File: config.mk
export PLATFORM = sky130hd
export DESIGN_NAME = simd_fp_exception_unit
export DESIGN_NICKNAME = d
export VERILOG_FILES = /design/src/rtl/simd_fp_exc_pkg.sv /design/src/rtl/simd_csr_if.sv /design/src/rtl/simd_csr_reg.sv /design/src/rtl/simd_fp_exception_unit.sv
export SDC_FILE = /design/constraint.sdc
export NUM_CORES = 1
export LEC_CHECK = 0
export ABC_AREA = 1
export BUFFER_PORTS_ARGS = -buffer_cell sky130_fd_sc_hd__buf_4
export CAP_MARGIN = 20
export CORE_AREA = 2 2 221 136
export CTS_CLUSTER_SIZE = 20
export DETAILED_ROUTE_END_ITERATION = 16
export DIE_AREA = 0 0 223 138
export GPL_TIMING_DRIVEN = 0
export PLACE_DENSITY = 0.78
export SYNTH_ARGS = -nofsm -noshare
export SYNTH_HDL_FRONTEND = slang
export SYNTH_SLANG_ARGS = --single-unit
File: constraint.sdc
create_clock -name clk -period 5.59 [get_ports clk]
set_input_delay 0.2795 -clock clk [delete_from_list [all_inputs] [get_ports clk]]
set_output_delay 0.2795 -clock clk [all_outputs]
set_load 0.005 [all_outputs]
File: src/rtl/simd_fp_exc_pkg.sv
package simd_fp_exc_pkg;

    // ==============================================================
    // register map (byte addresses on the plain register port)
    localparam logic [3:0] CTRL_STATUS_OFFSET = 4'h0;
    localparam logic [3:0] CTRL_FOUR_OFFSET = 4'h4;
    localparam logic [3:0] LAST_EVENT_OFFSET = 4'h8;

    // ==============================================================
    // control/status register layout
    localparam int INVALID_OP_FLAG_BIT = 0;
    localparam int DENORMAL_FLAG_BIT = 1;
    localparam int DIV_ZERO_FLAG_BIT = 2;
    localparam int OVERFLOW_FLAG_BIT = 3;
    localparam int UNDERFLOW_FLAG_BIT = 4;
    localparam int INEXACT_FLAG_BIT = 5;
    localparam int DENORMALS_ZERO_BIT = 6;
    localparam int INVALID_OP_MASK_BIT = 7;
    localparam int DENORMAL_MASK_BIT = 8;
    localparam int DIV_ZERO_MASK_BIT = 9;
    localparam int OVERFLOW_MASK_BIT = 10;
    localparam int UNDERFLOW_MASK_BIT = 11;
    localparam int INEXACT_MASK_BIT = 12;
    localparam int FLUSH_ZERO_BIT = 15;
    localparam int NUM_CLASSES = 6;
    localparam logic [31:0] CTRL_STATUS_RESET = 32'h0000_1F80;
    localparam logic [31:0] CTRL_STATUS_WMASK = 32'h0000_FFFF;

    // control register four: os support for the simd fault
    localparam int OS_SIMD_FAULT_SUPPORT_BIT = 10;
    localparam logic [31:0] CTRL_FOUR_RESET = 32'h0000_0000;

    // last-event register layout
    localparam int LAST_FAULT_BIT = 8;
    localparam int LAST_OPCODE_FAULT_BIT = 9;

    // ==============================================================
    // floating-point encodings
    localparam logic [7:0] SP_EXP_ONES = 8'hFF;
    localparam logic [10:0] DP_EXP_ONES = 11'h7FF;
    localparam int SP_QUIET_BIT = 22;
    localparam int DP_QUIET_BIT = 51;
    localparam logic signed [12:0] SP_BIAS = 13'sh007F;
    localparam logic signed [12:0] DP_BIAS = 13'sh03FF;
    localparam logic signed [12:0] INT32_TOP_EXP = 13'sh001F;
    localparam logic signed [12:0] INT64_TOP_EXP = 13'sh003F;
    localparam logic [63:0] SP_INDEFINITE = 64'h0000_0000_FFC0_0000;
    localparam logic [63:0] DP_INDEFINITE = 64'hFFF8_0000_0000_0000;
    localparam logic [63:0] INT32_INDEFINITE = 64'h0000_0000_8000_0000;
    localparam logic [63:0] INT64_INDEFINITE = 64'h8000_0000_0000_0000;
    localparam logic [63:0] SP_ALL_ONES = 64'h0000_0000_FFFF_FFFF;
    localparam logic [63:0] DP_ALL_ONES = 64'hFFFF_FFFF_FFFF_FFFF;
    // flags register image {zero, parity, carry}
    localparam logic [2:0] UNORDERED_FLAGS = 3'h7;

    // ==============================================================
    // compare predicates
    localparam logic [2:0] PRED_EQ = 3'h0;
    localparam logic [2:0] PRED_LT = 3'h1;
    localparam logic [2:0] PRED_LE = 3'h2;
    localparam logic [2:0] PRED_UNORD = 3'h3;
    localparam logic [2:0] PRED_NEQ = 3'h4;
    localparam logic [2:0] PRED_NLT = 3'h5;
    localparam logic [2:0] PRED_NLE = 3'h6;

    typedef enum logic [3:0] {
        OP_ADD, OP_SUB, OP_MUL, OP_DIV, OP_SQRT, OP_MAXMIN,
        OP_CMP, OP_COMI, OP_CVT_FP, OP_CVT_INT, OP_OTHER
    } opkind_t;

endpackage

File: src/rtl/simd_csr_if.sv
`timescale 1ns/1ps
interface simd_csr_if;
    logic [5:0] setFlags;
    logic wrEn;
    logic [31:0] wrData;
    logic [31:0] value;

    modport owner (input setFlags, input wrEn, input wrData, output value);
    modport user (output setFlags, output wrEn, output wrData, input value);
endinterface

File: src/rtl/simd_csr_reg.sv
`timescale 1ns/1ps
module simd_csr_reg
    import simd_fp_exc_pkg::*;
(
    input logic clk, // core clock
    input logic reset, // async, active high
    simd_csr_if.owner csr // flag set and load port
);

    logic [31:0] ctrl_q;
    logic [31:0] ctrl_d;
    logic [31:0] loaded;

    always_comb
    begin
        loaded = (ctrl_q & ~CTRL_STATUS_WMASK) | (csr.wrData & CTRL_STATUS_WMASK);
        ctrl_d = csr.wrEn ? loaded : ctrl_q;
        // RULE24 - sticky flags, set wins
        ctrl_d[NUM_CLASSES-1:0] = ctrl_d[NUM_CLASSES-1:0] | csr.setFlags;
    end

    // ==============================================================
    // storage
    // RULE3 - flag and mask storage
    always_ff @(posedge clk or posedge reset)
    begin
        if (reset)
        begin
            ctrl_q <= CTRL_STATUS_RESET;
        end
        else
        begin
            ctrl_q <= ctrl_d;
        end
    end

    assign csr.value = ctrl_q;

endmodule

File: src/rtl/simd_fp_exception_unit.sv
`timescale 1ns/1ps
// What this block does
// RULE1 - six exception classes are recognised
// RULE2 - exceptions raised exactly at instruction completion
// RULE3 - one flag, one mask per class
// RULE4 - load/restore write; store/save read back
// RULE5 - unmasked with os support raises simd fault
// RULE6 - without os support raise invalid-opcode fault
// RULE7 - invalid flag bit 0, mask bit 7
// RULE8 - masked default value overwrites destination register
// RULE9 - arithmetic signaling NaN returns quieted NaN
// RULE10 - square root: quieted NaN or indefinite
// RULE11 - max/min with NaN return second source
// RULE12 - compares with NaN give zero/ones mask
// RULE13 - precision conversion quiets signaling NaN
// RULE14 - flag compares with NaN report unordered
// RULE15 - infinity/zero misuse returns NaN indefinite
// RULE16 - bad float-to-integer returns integer indefinite
// RULE17 - unmasked invalid leaves destination untouched
// RULE18 - quiet NaN invalid only for listed compares
// RULE19 - invalid handling ignores flush and denormal modes
// RULE20 - denormal flag bit 1, mask bit 8
// RULE21 - divide-by-zero flag bit 2, mask bit 9
// RULE22 - overflow flag bit 3, mask bit 10
// RULE23 - underflow flag bit 4, mask bit 11
// RULE24 - flags sticky until software writes register
module simd_fp_exception_unit
    import simd_fp_exc_pkg::*;
(
    input logic clk, // core clock, 10 MHz
    input logic reset, // async, active high
    input logic [3:0] regAddr, // register byte address
    input logic [31:0] regWrData, // register write data
    input logic regWr, // register write strobe
    input logic regRd, // register read strobe
    output logic [31:0] regRdData, // read data, cycle after strobe
    input logic opValid, // one lane of an instruction completes
    input opkind_t opKind, // operation class of the lane
    input logic [2:0] cmpPred, // compare predicate
    input logic isDouble, // source format is double
    input logic intWide, // integer conversion target is 64-bit
    input logic [63:0] srcA, // first source operand
    input logic [63:0] srcB, // second source operand
    input logic [63:0] dpResult, // datapath result when no override
    input logic [2:0] dpFlags, // datapath flags image {z,p,c}
    input logic [4:0] otherCond, // {inexact,underflow,overflow,divzero,denormal}
    input logic ctrlLoad, // load or full-state restore instruction
    input logic [31:0] ctrlLoadData, // value loaded into control/status
    output logic [31:0] ctrlStoreValue, // image for store or full-state save
    output logic doneValid, // lane finished, one-cycle pulse
    output logic destWrite, // destination register write enable
    output logic [63:0] destValue, // destination value
    output logic flagsWrite, // flags register write enable
    output logic [2:0] flagsValue, // flags image {z,p,c}
    output logic simdFpFault, // simd floating-point fault pulse
    output logic invalidOpcodeFault // invalid-opcode fault pulse
);

    // ==============================================================
    // operand classification
    function automatic logic isNanF(input logic [63:0] x, input logic dbl);
        if (dbl)
            isNanF = (x[62:52] == DP_EXP_ONES) && (x[51:0] != 52'h0);
        else
            isNanF = (x[30:23] == SP_EXP_ONES) && (x[22:0] != 23'h0);
    endfunction

    function automatic logic isSnanF(input logic [63:0] x, input logic dbl);
        if (dbl)
            isSnanF = isNanF(x, dbl) && !x[DP_QUIET_BIT];
        else
            isSnanF = isNanF(x, dbl) && !x[SP_QUIET_BIT];
    endfunction

    function automatic logic isInfF(input logic [63:0] x, input logic dbl);
        if (dbl)
            isInfF = (x[62:52] == DP_EXP_ONES) && (x[51:0] == 52'h0);
        else
            isInfF = (x[30:23] == SP_EXP_ONES) && (x[22:0] == 23'h0);
    endfunction

    function automatic logic isZeroF(input logic [63:0] x, input logic dbl);
        isZeroF = dbl ? (x[62:0] == 63'h0) : (x[30:0] == 31'h0);
    endfunction

    function automatic logic signF(input logic [63:0] x, input logic dbl);
        signF = dbl ? x[63] : x[31];
    endfunction

    // quiet a NaN in its own format
    function automatic logic [63:0] quietF(input logic [63:0] x, input logic dbl);
        quietF = dbl ? (x | (64'h1 << DP_QUIET_BIT)) : {32'h0, x[31:0] | (32'h1 << SP_QUIET_BIT)};
    endfunction

    // quiet a NaN while changing format; payload keeps its top bits
    function automatic logic [63:0] quietCvtF(input logic [63:0] x, input logic dbl);
        quietCvtF = dbl ? {32'h0, x[63], SP_EXP_ONES, 1'b1, x[50:29]}
            : {x[31], DP_EXP_ONES, 1'b1, x[21:0], 29'h0};
    endfunction

    // magnitude too large for the integer target; exactly the most
    // negative integer still fits
    function automatic logic outOfRangeF(input logic [63:0] x, input logic dbl,
                                         input logic wide);
        logic signed [12:0] e;
        logic signed [12:0] top;
        logic fracZero;
        if (dbl)
            e = $signed({2'b00, x[62:52]}) - DP_BIAS;
        else
            e = $signed({5'b00000, x[30:23]}) - SP_BIAS;
        top = wide ? INT64_TOP_EXP : INT32_TOP_EXP;
        fracZero = dbl ? (x[51:0] == 52'h0) : (x[22:0] == 23'h0);
        if (e > top)
            outOfRangeF = 1'b1;
        else if (e == top)
            outOfRangeF = !(signF(x, dbl) && fracZero);
        else
            outOfRangeF = 1'b0;
    endfunction

    // ==============================================================
    // invalid-operation detection and masked default
    logic aNan;
    logic bNan;
    logic aSnan;
    logic bSnan;
    logic aInf;
    logic bInf;
    logic aZero;
    logic bZero;
    logic invalidHit;
    logic useOverride;
    logic [63:0] overrideValue;
    logic [2:0] cmpFlags;
    logic [63:0] indefinite;
    logic [63:0] snanQuieted;
    logic arithBad;

    // RULE19 - no flush or denormal mode input here
    assign aNan = isNanF(srcA, isDouble);
    assign bNan = isNanF(srcB, isDouble);
    assign aSnan = isSnanF(srcA, isDouble);
    assign bSnan = isSnanF(srcB, isDouble);
    assign aInf = isInfF(srcA, isDouble);
    assign bInf = isInfF(srcB, isDouble);
    assign aZero = isZeroF(srcA, isDouble);
    assign bZero = isZeroF(srcB, isDouble);
    assign indefinite = isDouble ? DP_INDEFINITE : SP_INDEFINITE;
    // the first signaling source is the one returned
    assign snanQuieted = aSnan ? quietF(srcA, isDouble) : quietF(srcB, isDouble);
    // RULE15 - infinity and zero misuse
    assign arithBad = (opKind == OP_MUL) ? ((aInf && bZero) || (aZero && bInf))
        : (opKind == OP_DIV) ? ((aZero && bZero) || (aInf && bInf))
        : (aInf && bInf && (signF(srcA, isDouble) ^ signF(srcB, isDouble) ^ (opKind == OP_SUB)));

    always_comb
    begin
        invalidHit = 1'b0;
        useOverride = 1'b0;
        overrideValue = dpResult;
        cmpFlags = dpFlags;
        case (opKind)
            OP_ADD, OP_SUB, OP_MUL, OP_DIV:
            begin
                // RULE9 - signaling NaN quieted
                invalidHit = aSnan || bSnan || arithBad;
                useOverride = invalidHit;
                overrideValue = (aSnan || bSnan) ? snanQuieted : indefinite;
            end
            OP_SQRT:
            begin
                // RULE10 - square root responses
                invalidHit = aSnan || (!aNan && !aZero && signF(srcA, isDouble));
                useOverride = invalidHit;
                overrideValue = aSnan ? quietF(srcA, isDouble) : indefinite;
            end
            OP_MAXMIN:
            begin
                // RULE11 - second source returned
                invalidHit = aNan || bNan;
                useOverride = invalidHit;
                overrideValue = srcB;
            end
            OP_CMP:
            begin
                if (aNan || bNan)
                begin
                    // RULE18 - quiet NaN ordering predicates
                    invalidHit = aSnan || bSnan || (cmpPred == PRED_LT)
                        || (cmpPred == PRED_LE) || (cmpPred == PRED_NLT)
                        || (cmpPred == PRED_NLE);
                    useOverride = 1'b1;
                    // RULE12 - unordered compare mask
                    if ((cmpPred == PRED_NEQ) || (cmpPred == PRED_UNORD)
                        || (cmpPred == PRED_NLT) || (cmpPred == PRED_NLE))
                        overrideValue = isDouble ? DP_ALL_ONES : SP_ALL_ONES;
                    else
                        overrideValue = 64'h0;
                end
            end
            OP_COMI:
            begin
                // RULE14 - unordered flags image
                invalidHit = aNan || bNan;
                cmpFlags = invalidHit ? UNORDERED_FLAGS : dpFlags;
            end
            OP_CVT_FP:
            begin
                // RULE13 - quieted in destination format
                invalidHit = aSnan;
                useOverride = aSnan;
                overrideValue = quietCvtF(srcA, isDouble);
            end
            OP_CVT_INT:
            begin
                // RULE16 - integer indefinite
                invalidHit = aNan || aInf || outOfRangeF(srcA, isDouble, intWide);
                useOverride = invalidHit;
                overrideValue = intWide ? INT64_INDEFINITE : INT32_INDEFINITE;
            end
            default:
            begin
                invalidHit = 1'b0;
            end
        endcase
    end

    // ==============================================================
    // dispatch
    simd_csr_if csr ();
    logic [31:0] ctrlFour_q;
    logic [5:0] condVec;
    logic [5:0] maskVec;
    logic [5:0] unmasked;
    logic osSupport;
    logic takeFault;

    // RULE1 - six classes in one vector
    assign condVec = {otherCond[4], otherCond[3], otherCond[2], otherCond[1],
                      otherCond[0], invalidHit};
    // RULE7 - invalid mask bit
    // RULE20 - denormal mask bit
    // RULE21 - divide-by-zero mask bit
    // RULE22 - overflow mask bit
    // RULE23 - underflow mask bit
    assign maskVec = {csr.value[INEXACT_MASK_BIT], csr.value[UNDERFLOW_MASK_BIT],
                      csr.value[OVERFLOW_MASK_BIT], csr.value[DIV_ZERO_MASK_BIT],
                      csr.value[DENORMAL_MASK_BIT], csr.value[INVALID_OP_MASK_BIT]};
    assign unmasked = condVec & ~maskVec;
    assign osSupport = ctrlFour_q[OS_SIMD_FAULT_SUPPORT_BIT];
    assign takeFault = opValid && (unmasked != 6'h0);

    // RULE7 - invalid flag at bit 0 raised
    assign csr.setFlags = opValid ? condVec : 6'h0;
    // RULE4 - load instruction wins over a bus write
    assign csr.wrEn = ctrlLoad || (regWr && (regAddr == CTRL_STATUS_OFFSET));
    assign csr.wrData = ctrlLoad ? ctrlLoadData : regWrData;

    simd_csr_reg csrReg (
        .clk(clk),
        .reset(reset),
        .csr(csr)
    );

    // RULE4 - store/save image
    assign ctrlStoreValue = csr.value;

    always_ff @(posedge clk or posedge reset)
    begin
        if (reset)
        begin
            ctrlFour_q <= CTRL_FOUR_RESET;
        end
        else if (regWr && (regAddr == CTRL_FOUR_OFFSET))
        begin
            ctrlFour_q <= regWrData;
        end
    end

    // RULE2 - outputs registered, the cycle after the lane completes
    always_ff @(posedge clk or posedge reset)
    begin
        if (reset)
        begin
            doneValid <= 1'b0;
            destWrite <= 1'b0;
            flagsWrite <= 1'b0;
            simdFpFault <= 1'b0;
            invalidOpcodeFault <= 1'b0;
        end
        else
        begin
            doneValid <= opValid;
            // RULE17 - no write on a fault
            // RULE8 - masked default overwrites
            destWrite <= opValid && !takeFault && (opKind != OP_COMI);
            flagsWrite <= opValid && !takeFault && (opKind == OP_COMI);
            // RULE5 - simd fault with os support
            simdFpFault <= takeFault && osSupport;
            // RULE6 - invalid-opcode fault otherwise
            invalidOpcodeFault <= takeFault && !osSupport;
        end
    end

    // data held while no lane completes
    always_ff @(posedge clk or posedge reset)
    begin
        if (reset)
        begin
            destValue <= 64'h0;
            flagsValue <= 3'h0;
        end
        else if (opValid)
        begin
            destValue <= useOverride ? overrideValue : dpResult;
            flagsValue <= cmpFlags;
        end
    end

    // ==============================================================
    // register read port
    logic [9:0] lastEvent_q;

    always_ff @(posedge clk or posedge reset)
    begin
        if (reset)
        begin
            lastEvent_q <= 10'h0;
        end
        else if (opValid && (condVec != 6'h0))
        begin
            lastEvent_q <= {takeFault && !osSupport, takeFault && osSupport, 2'b00, condVec};
        end
    end

    always_ff @(posedge clk or posedge reset)
    begin
        if (reset)
        begin
            regRdData <= 32'h0;
        end
        else if (!regRd)
        begin
            regRdData <= 32'h0;
        end
        else if (regAddr == CTRL_STATUS_OFFSET)
        begin
            regRdData <= csr.value;
        end
        else if (regAddr == CTRL_FOUR_OFFSET)
        begin
            regRdData <= ctrlFour_q;
        end
        else if (regAddr == LAST_EVENT_OFFSET)
        begin
            regRdData <= {22'h0, lastEvent_q};
        end
        else
        begin
            regRdData <= 32'h0;
        end
    end

endmodule

### Word level (Yosys, flattened, before mapping)

Index checks and enable logic that the tools add are counted.

* register bits: 176
* input port bits: 283
* output and inout bits: 136
* logic and storage cells: 165

* $add $sub $neg: 2
* magnitude comparators: 1
* equality and inequality tests: 23
* multiplexer cells: 49
* bitwise operators: 6
* reductions and logical operators: 72

Operator list (count)
* $mux 64: 12
* $pmux 64 s6: 1
* $logic_not 63->1: 2
* $logic_not 52->1: 2
* $reduce_bool 52->1: 2
* $mux 32: 3
* $logic_not 31->1: 2
* $logic_not 23->1: 2
* $reduce_bool 23->1: 2
* $or 32x16->32: 1
* $logic_and 1x1->1: 29
* $mux 13: 2
* $eq 11x11->1 const B: 2
* $mux 1: 22
* $eq 4x3->1 const B: 5
* $mux 6: 3
* $eq 8x8->1 const B: 2
* $logic_or 1x1->1: 16
* $mux 16: 1
* $eq 13x7->1: 1
* $gt 13x7->1: 1
* $eq 4x4->1 const B: 3
* $pmux 1 s6: 2
* $reduce_bool 6->1: 2
* other kinds (18): 33

### Logic depth before layout (Yosys ltp)

* depth in word-level cells: 18
* depth in mapped cells: 22

### Cells and area by module

From an unflattened synthesis, not the netlist that was laid out.

* cells, all modules: 2077
* area total of the unflattened synthesis: 12827.3 µm²

Modules (own cells, without submodules)
* simd_fp_exception_unit: instances 1, cells each 1985, area each 12042.8 µm², sequential area each 3603.5 µm²
* simd_csr_reg: instances 1, cells each 92, area each 784.5 µm², sequential area each 407.9 µm²

### Worst setup path after synthesis

OpenSTA, ideal clock, no wires.

* path kind: input to register
* start point: in isDouble
* end point: reg destValue[0]
* setup time: 0.122 ns
* arrival time: 2.773 ns
* required time: 5.468 ns
* setup slack: 2.695 ns
* stages: 21
* path buffers: 6
* cell sequence: buf_2 > buf_2 > buf_1 > buf_2 > nand2_1 > o22ai_1 > ha_1 > a21boi_0 > nand2_1 > inv_1 > nand2_1 > nand3_1 > nand2_1 > nand2_1 > nand2_1 > and2_4 > nand3_4 > buf_6 > buf_6 > o211ai_2 > nand2_1

* word-level cells in the longest chain between the ends: 9
* elaborated cells on any way between the ends: 50
* those cells by class: 1 x order compare; 1 x eq/ne; 27 x mux; 2 x bitwise; 19 x reduce/logical

RTL lines
* from (decl): line simd_fp_exception_unit.sv:40 `input logic isDouble,`
* parallel branches: the longest is 8 deep, another holds $gt 13x7->1
* $mux 64 (*): line simd_fp_exception_unit.sv:316 `destValue <= useOverride ? overrideValue : dpResult;`
* to (signal assigned): line simd_fp_exception_unit.sv:316
* to (decl): line simd_fp_exception_unit.sv:52 `output logic [63:0] destValue,`

Mark *: on every way between the ends. The select of a mux whose other input is x is not followed.
A chain may end at the register's enable or synchronous reset.

### Worst setup path in the final report

* start point: in isDouble
* end point: reg destValue[10]

The elaborated chain is that of the path after synthesis.

==> metrics <==
status=completed; Syn. warnings=0; maxcap violations=0; DP HPWL=47,440 um; net count reported at finish=about 2.5k; Die W=223 um; final hold viol count=0; Sequential Power Share=40.0%; critical path depth=21; cell internal pwr=2.392 mW; Vias/cell=5.588; DRT antenna net count=0; row count=a little under 50; CP most frequent cell=nand2_1; Placed Cells=2,581; # H-tree levels=4; Psw=1.036 mW; Post-Layout Cell Count=2,617; slowest CP cell=buf_1; CP cell instances=buf_4 > buf_2 > buf_2 > buf_1 > buf_2 > nand2_1 > o22ai_1 > ha_1 > a21boi_0 > nand2_1 > a21oi_1 > nand3_1 > nand2_1 > nand2_1 > nand2_1 > and2_4 > nand3_4 > buf_6 > buf_6 > o211ai_2 > nand2_1; cts hold-fix bufs=2; vias in the first global route=13.99k; Achievable Freq=about 0.28 GHz; clk buf depth=2; WL/cell=~22 um; CTS tree=built; Die ar.=30,770 sq um; startpoint types=input port; Synth Cell Area=11,660 sq um; I/O pin total=419; largest net degree at the start of global routing=96; r2r startpoint=csrReg.csr.value[9]; Simple-Gate Fraction of Synth Area=between 30 and 40%; Sink Count=160; Worst-path clk slew=roughly 0.060 ns; wire length of the first global-routing pass=~85,000 um; FF+latch count, synth=between 150 and 200; Initial Util=40.05%; mux cell area share after synthesis=less than 1%; Worst Reg-to-Reg Cells=5; crit path to=destValue[10]; Min-Delay Path Class=input port to flop; Worst-Margin Slew=0.8466 ns; gr usage total=36.66%; # resized after CTS=0; Top Family by Delay on Critical Path=buffers and inverters; clock buffer count from CTS=17; setup violators final=0; CP peak stage delay=around 0.46 ns; Compound-Gate Fraction of Synth Area=15.19%; worst path bufs/invs=7; crit path capture type=flop; DR iter-0 viols=about 1.8k; IO Port Bufs=385; setup slack, reg-to-reg=4.22 ns; pwr dens=between 200 and 250 nW/um^2; Sw Share=30.22%; clk_skew=0.005435 ns; Avg Cell Area, Syn=6.486 sq um; Die H=about 140 um; Leak=7.937 nW; fin crit period=3.625 ns; CP required=5.90 ns; worst vdd ir=0.0001883 V; initial antenna violation count=0; Max Slew Vio Count=0; Synth cell types=47; top cell type by total area after synthesis=dfrtp_1; adder-cell share of the synthesized area=0.4291%; FF-to-FF End=lastEvent_q[8]; period utilization=64.85%; Syn-to-layout area delta=35.09%; Comb pwr share=24.7%; Crit. Startpoint=isDouble; Core Area=29,120 sq um; sequential element share of the synthesized area=34.40%; Routability Congestion=between 1 and 1.5; number of remaining DRC errors=0; critical path peak fanout=11; Gate Count Post-Synth=around 1.8k; unrepaired setup endpoints after global routing=false; main combinational cell family by area after synthesis=simple AND/OR/NAND/NOR gates; Detailed Route WL=about 57,000 um; WS Path Type=input port to flop; GR Overflow Total=0; worst rel slew slack=43.35%; Post-CTS Repair Setup Buffers=0; final hold slack=0.07282 ns; Area contributors post-synth=dfrtp_1 (33%), nand2_1 (19%), nor2_1 (8.5%), nand3_1 (6.2%), inv_1 (4.1%); Clock Tree Root=clkbuf_16; crit path DAT=just under 4 ns; DR pass1 iterations=5; share of cells above drive strength 1=24.17%; Synth Area in XOR/XNOR=less than 1%; worst skew pair latency=0.43 ns; total number of vias=approximately 15k; Synth top area share=33.04%; clock share of power=35.3%
==> layout by cell type, fill, tap and decap left out, drive strengths merged, types with 2 or more instances in the layout <==
cell type | synthesis | final
ha | 4 | 4
nand3 | 146 | 146
a31oi | 6 | 6
o211ai | 60 | 60
clkinvlp | 0 | 2
nor2 | 266 | 266
mux2 | 7 | 7
a211oi | 5 | 5
xor2 | 3 | 3
a21boi | 2 | 2
or2 | 13 | 13
clkinv | 2 | 7
o21ai | 71 | 71
nand3b | 2 | 2
o22ai | 11 | 11
nand4 | 49 | 49
dfrtp | 154 | 154
o2111ai | 19 | 19
clkbuf | 59 | 81
dfstp | 6 | 6
nand2 | 595 | 595
buf | 57 | 444
and2 | 3 | 3
dlygate4sd3 | 0 | 2
conb | 1 | 16
nor3 | 37 | 37
inv | 132 | 132
bufinv | 0 | 3
a21oi | 83 | 83
==> layer usage <==
metal	track usage, %	wire (um)	vias up
met5	0	0	-
li1	-	-	6701
met2	55.08	24300	791
met4	10.35	1628	0
met1	52.28	25340	7043
met3	9.160	5724	88
==> stage by stage <==
step | setup TNS (ns) | util [%] | setup WS [ns] | instance area, sq um | total power, mW
after global placement | -113.68 | 51.81 | -0.7673 | 15090 | 2.197
after global routing | 0 | 54.09 | 1.626 | 15750 | 3.572
final | 0 | 54.10 | 1.965 | 15760 | 3.428
after floorplan | 0 | - | 1.001 | 11720 | 1.731
after CTS | 0 | 54.08 | 2.101 | 15750 | 3.421
after detailed placement | 0 | 51.92 | 1.665 | 15120 | 2.216
==> cell families (layout without fill, tap and decap cells) <==
group	after synthesis	after routing
AND/OR/NAND/NOR	1113	1113
AO/OA/AOI/OAI	260	260
flip-flops	160	160
multiplexers	7	7
buffers and inverters	250	671
other	1	17
XOR/XNOR	3	3
adder cells (fa/ha/maj)	4	4
==> Yosys cell counts, drive strengths merged <==
cell type,count
nand3b,2
nor3b,1
o221ai,1
a21boi,2
xor2,3
nand2,595
nand3,146
o21ai,71
nor3,37
conb,1
o211ai,60
clkbuf,59
a21oi,83
clkinv,2
dfrtp,154
nor4,1
o2111ai,19
nand4,49
buf,57
inv,132
o221a,1
or2,13
nor2,266
o22ai,11
dfstp,6
mux2,7
a211oi,5
a22oi,1
and2,3
ha,4
a31oi,6
==> layout make-up <==
| type | count | area (sq um) |
|---|---|---|
| buffer | 116 | 574.3 |
| timing repair buffer | 389 | 2943 |
| antenna | 1 | 2.502 |
| clock inverter | 10 | 133.9 |
| sequential | 160 | 4011 |
| multi-input combinational | 1403 | 6630 |
| inverter | 134 | 508.0 |
| clock buffer | 22 | 474.2 |
| tap | 382 | 478.0 |
| fill | 2890 | 13370 |
==> sequential cells by signal, indices dropped and copies added (netlist names) <==
register,count
destWrite,1
destValue,64
flagsWrite,1
lastEvent_q,8
ctrlFour_q,32
flagsValue,3
csrReg.csr.value,16
invalidOpcodeFault,1
simdFpFault,1
doneValid,1
regRdData,32
==> power by group through the flow <==
| stage | combinational (mW) | clock [mW] | sequential [mW] |
|---|---|---|---|
| 3_3_place_gp | 0.812 | 0 | 1.39 |
| 6_report | 0.846 | 1.21 | 1.37 |
| 3_5_place_dp | 0.830 | 0 | 1.39 |
| 4_1_cts | 0.835 | 1.22 | 1.37 |
| 2_1_floorplan | 0.363 | 0 | 1.37 |
| 5_1_grt | 0.921 | 1.27 | 1.38 |
==> worst min-delay path by stage <==
stage	slack [ns]	end	depth (start not counted)	start
finish	0.07	csrReg.csr.value[15]	3	ctrlLoadData[15]
global route	0.07	csrReg.csr.value[15]	3	ctrlLoadData[15]
CTS	0.06	csrReg.csr.value[15]	3	ctrlLoadData[15]
detailed placement	0.41	destValue[37]	2	reset
global placement	0.41	doneValid	1	opValid
floorplan	0.31	doneValid	0	opValid
==> tightest hold or removal path, delay by kind of cell <==
kind / cells / cell delay, ns
buf+inv: 1 / 0.08
simple gates: 2 / 0.11
(Power assumes the default switching activity.)
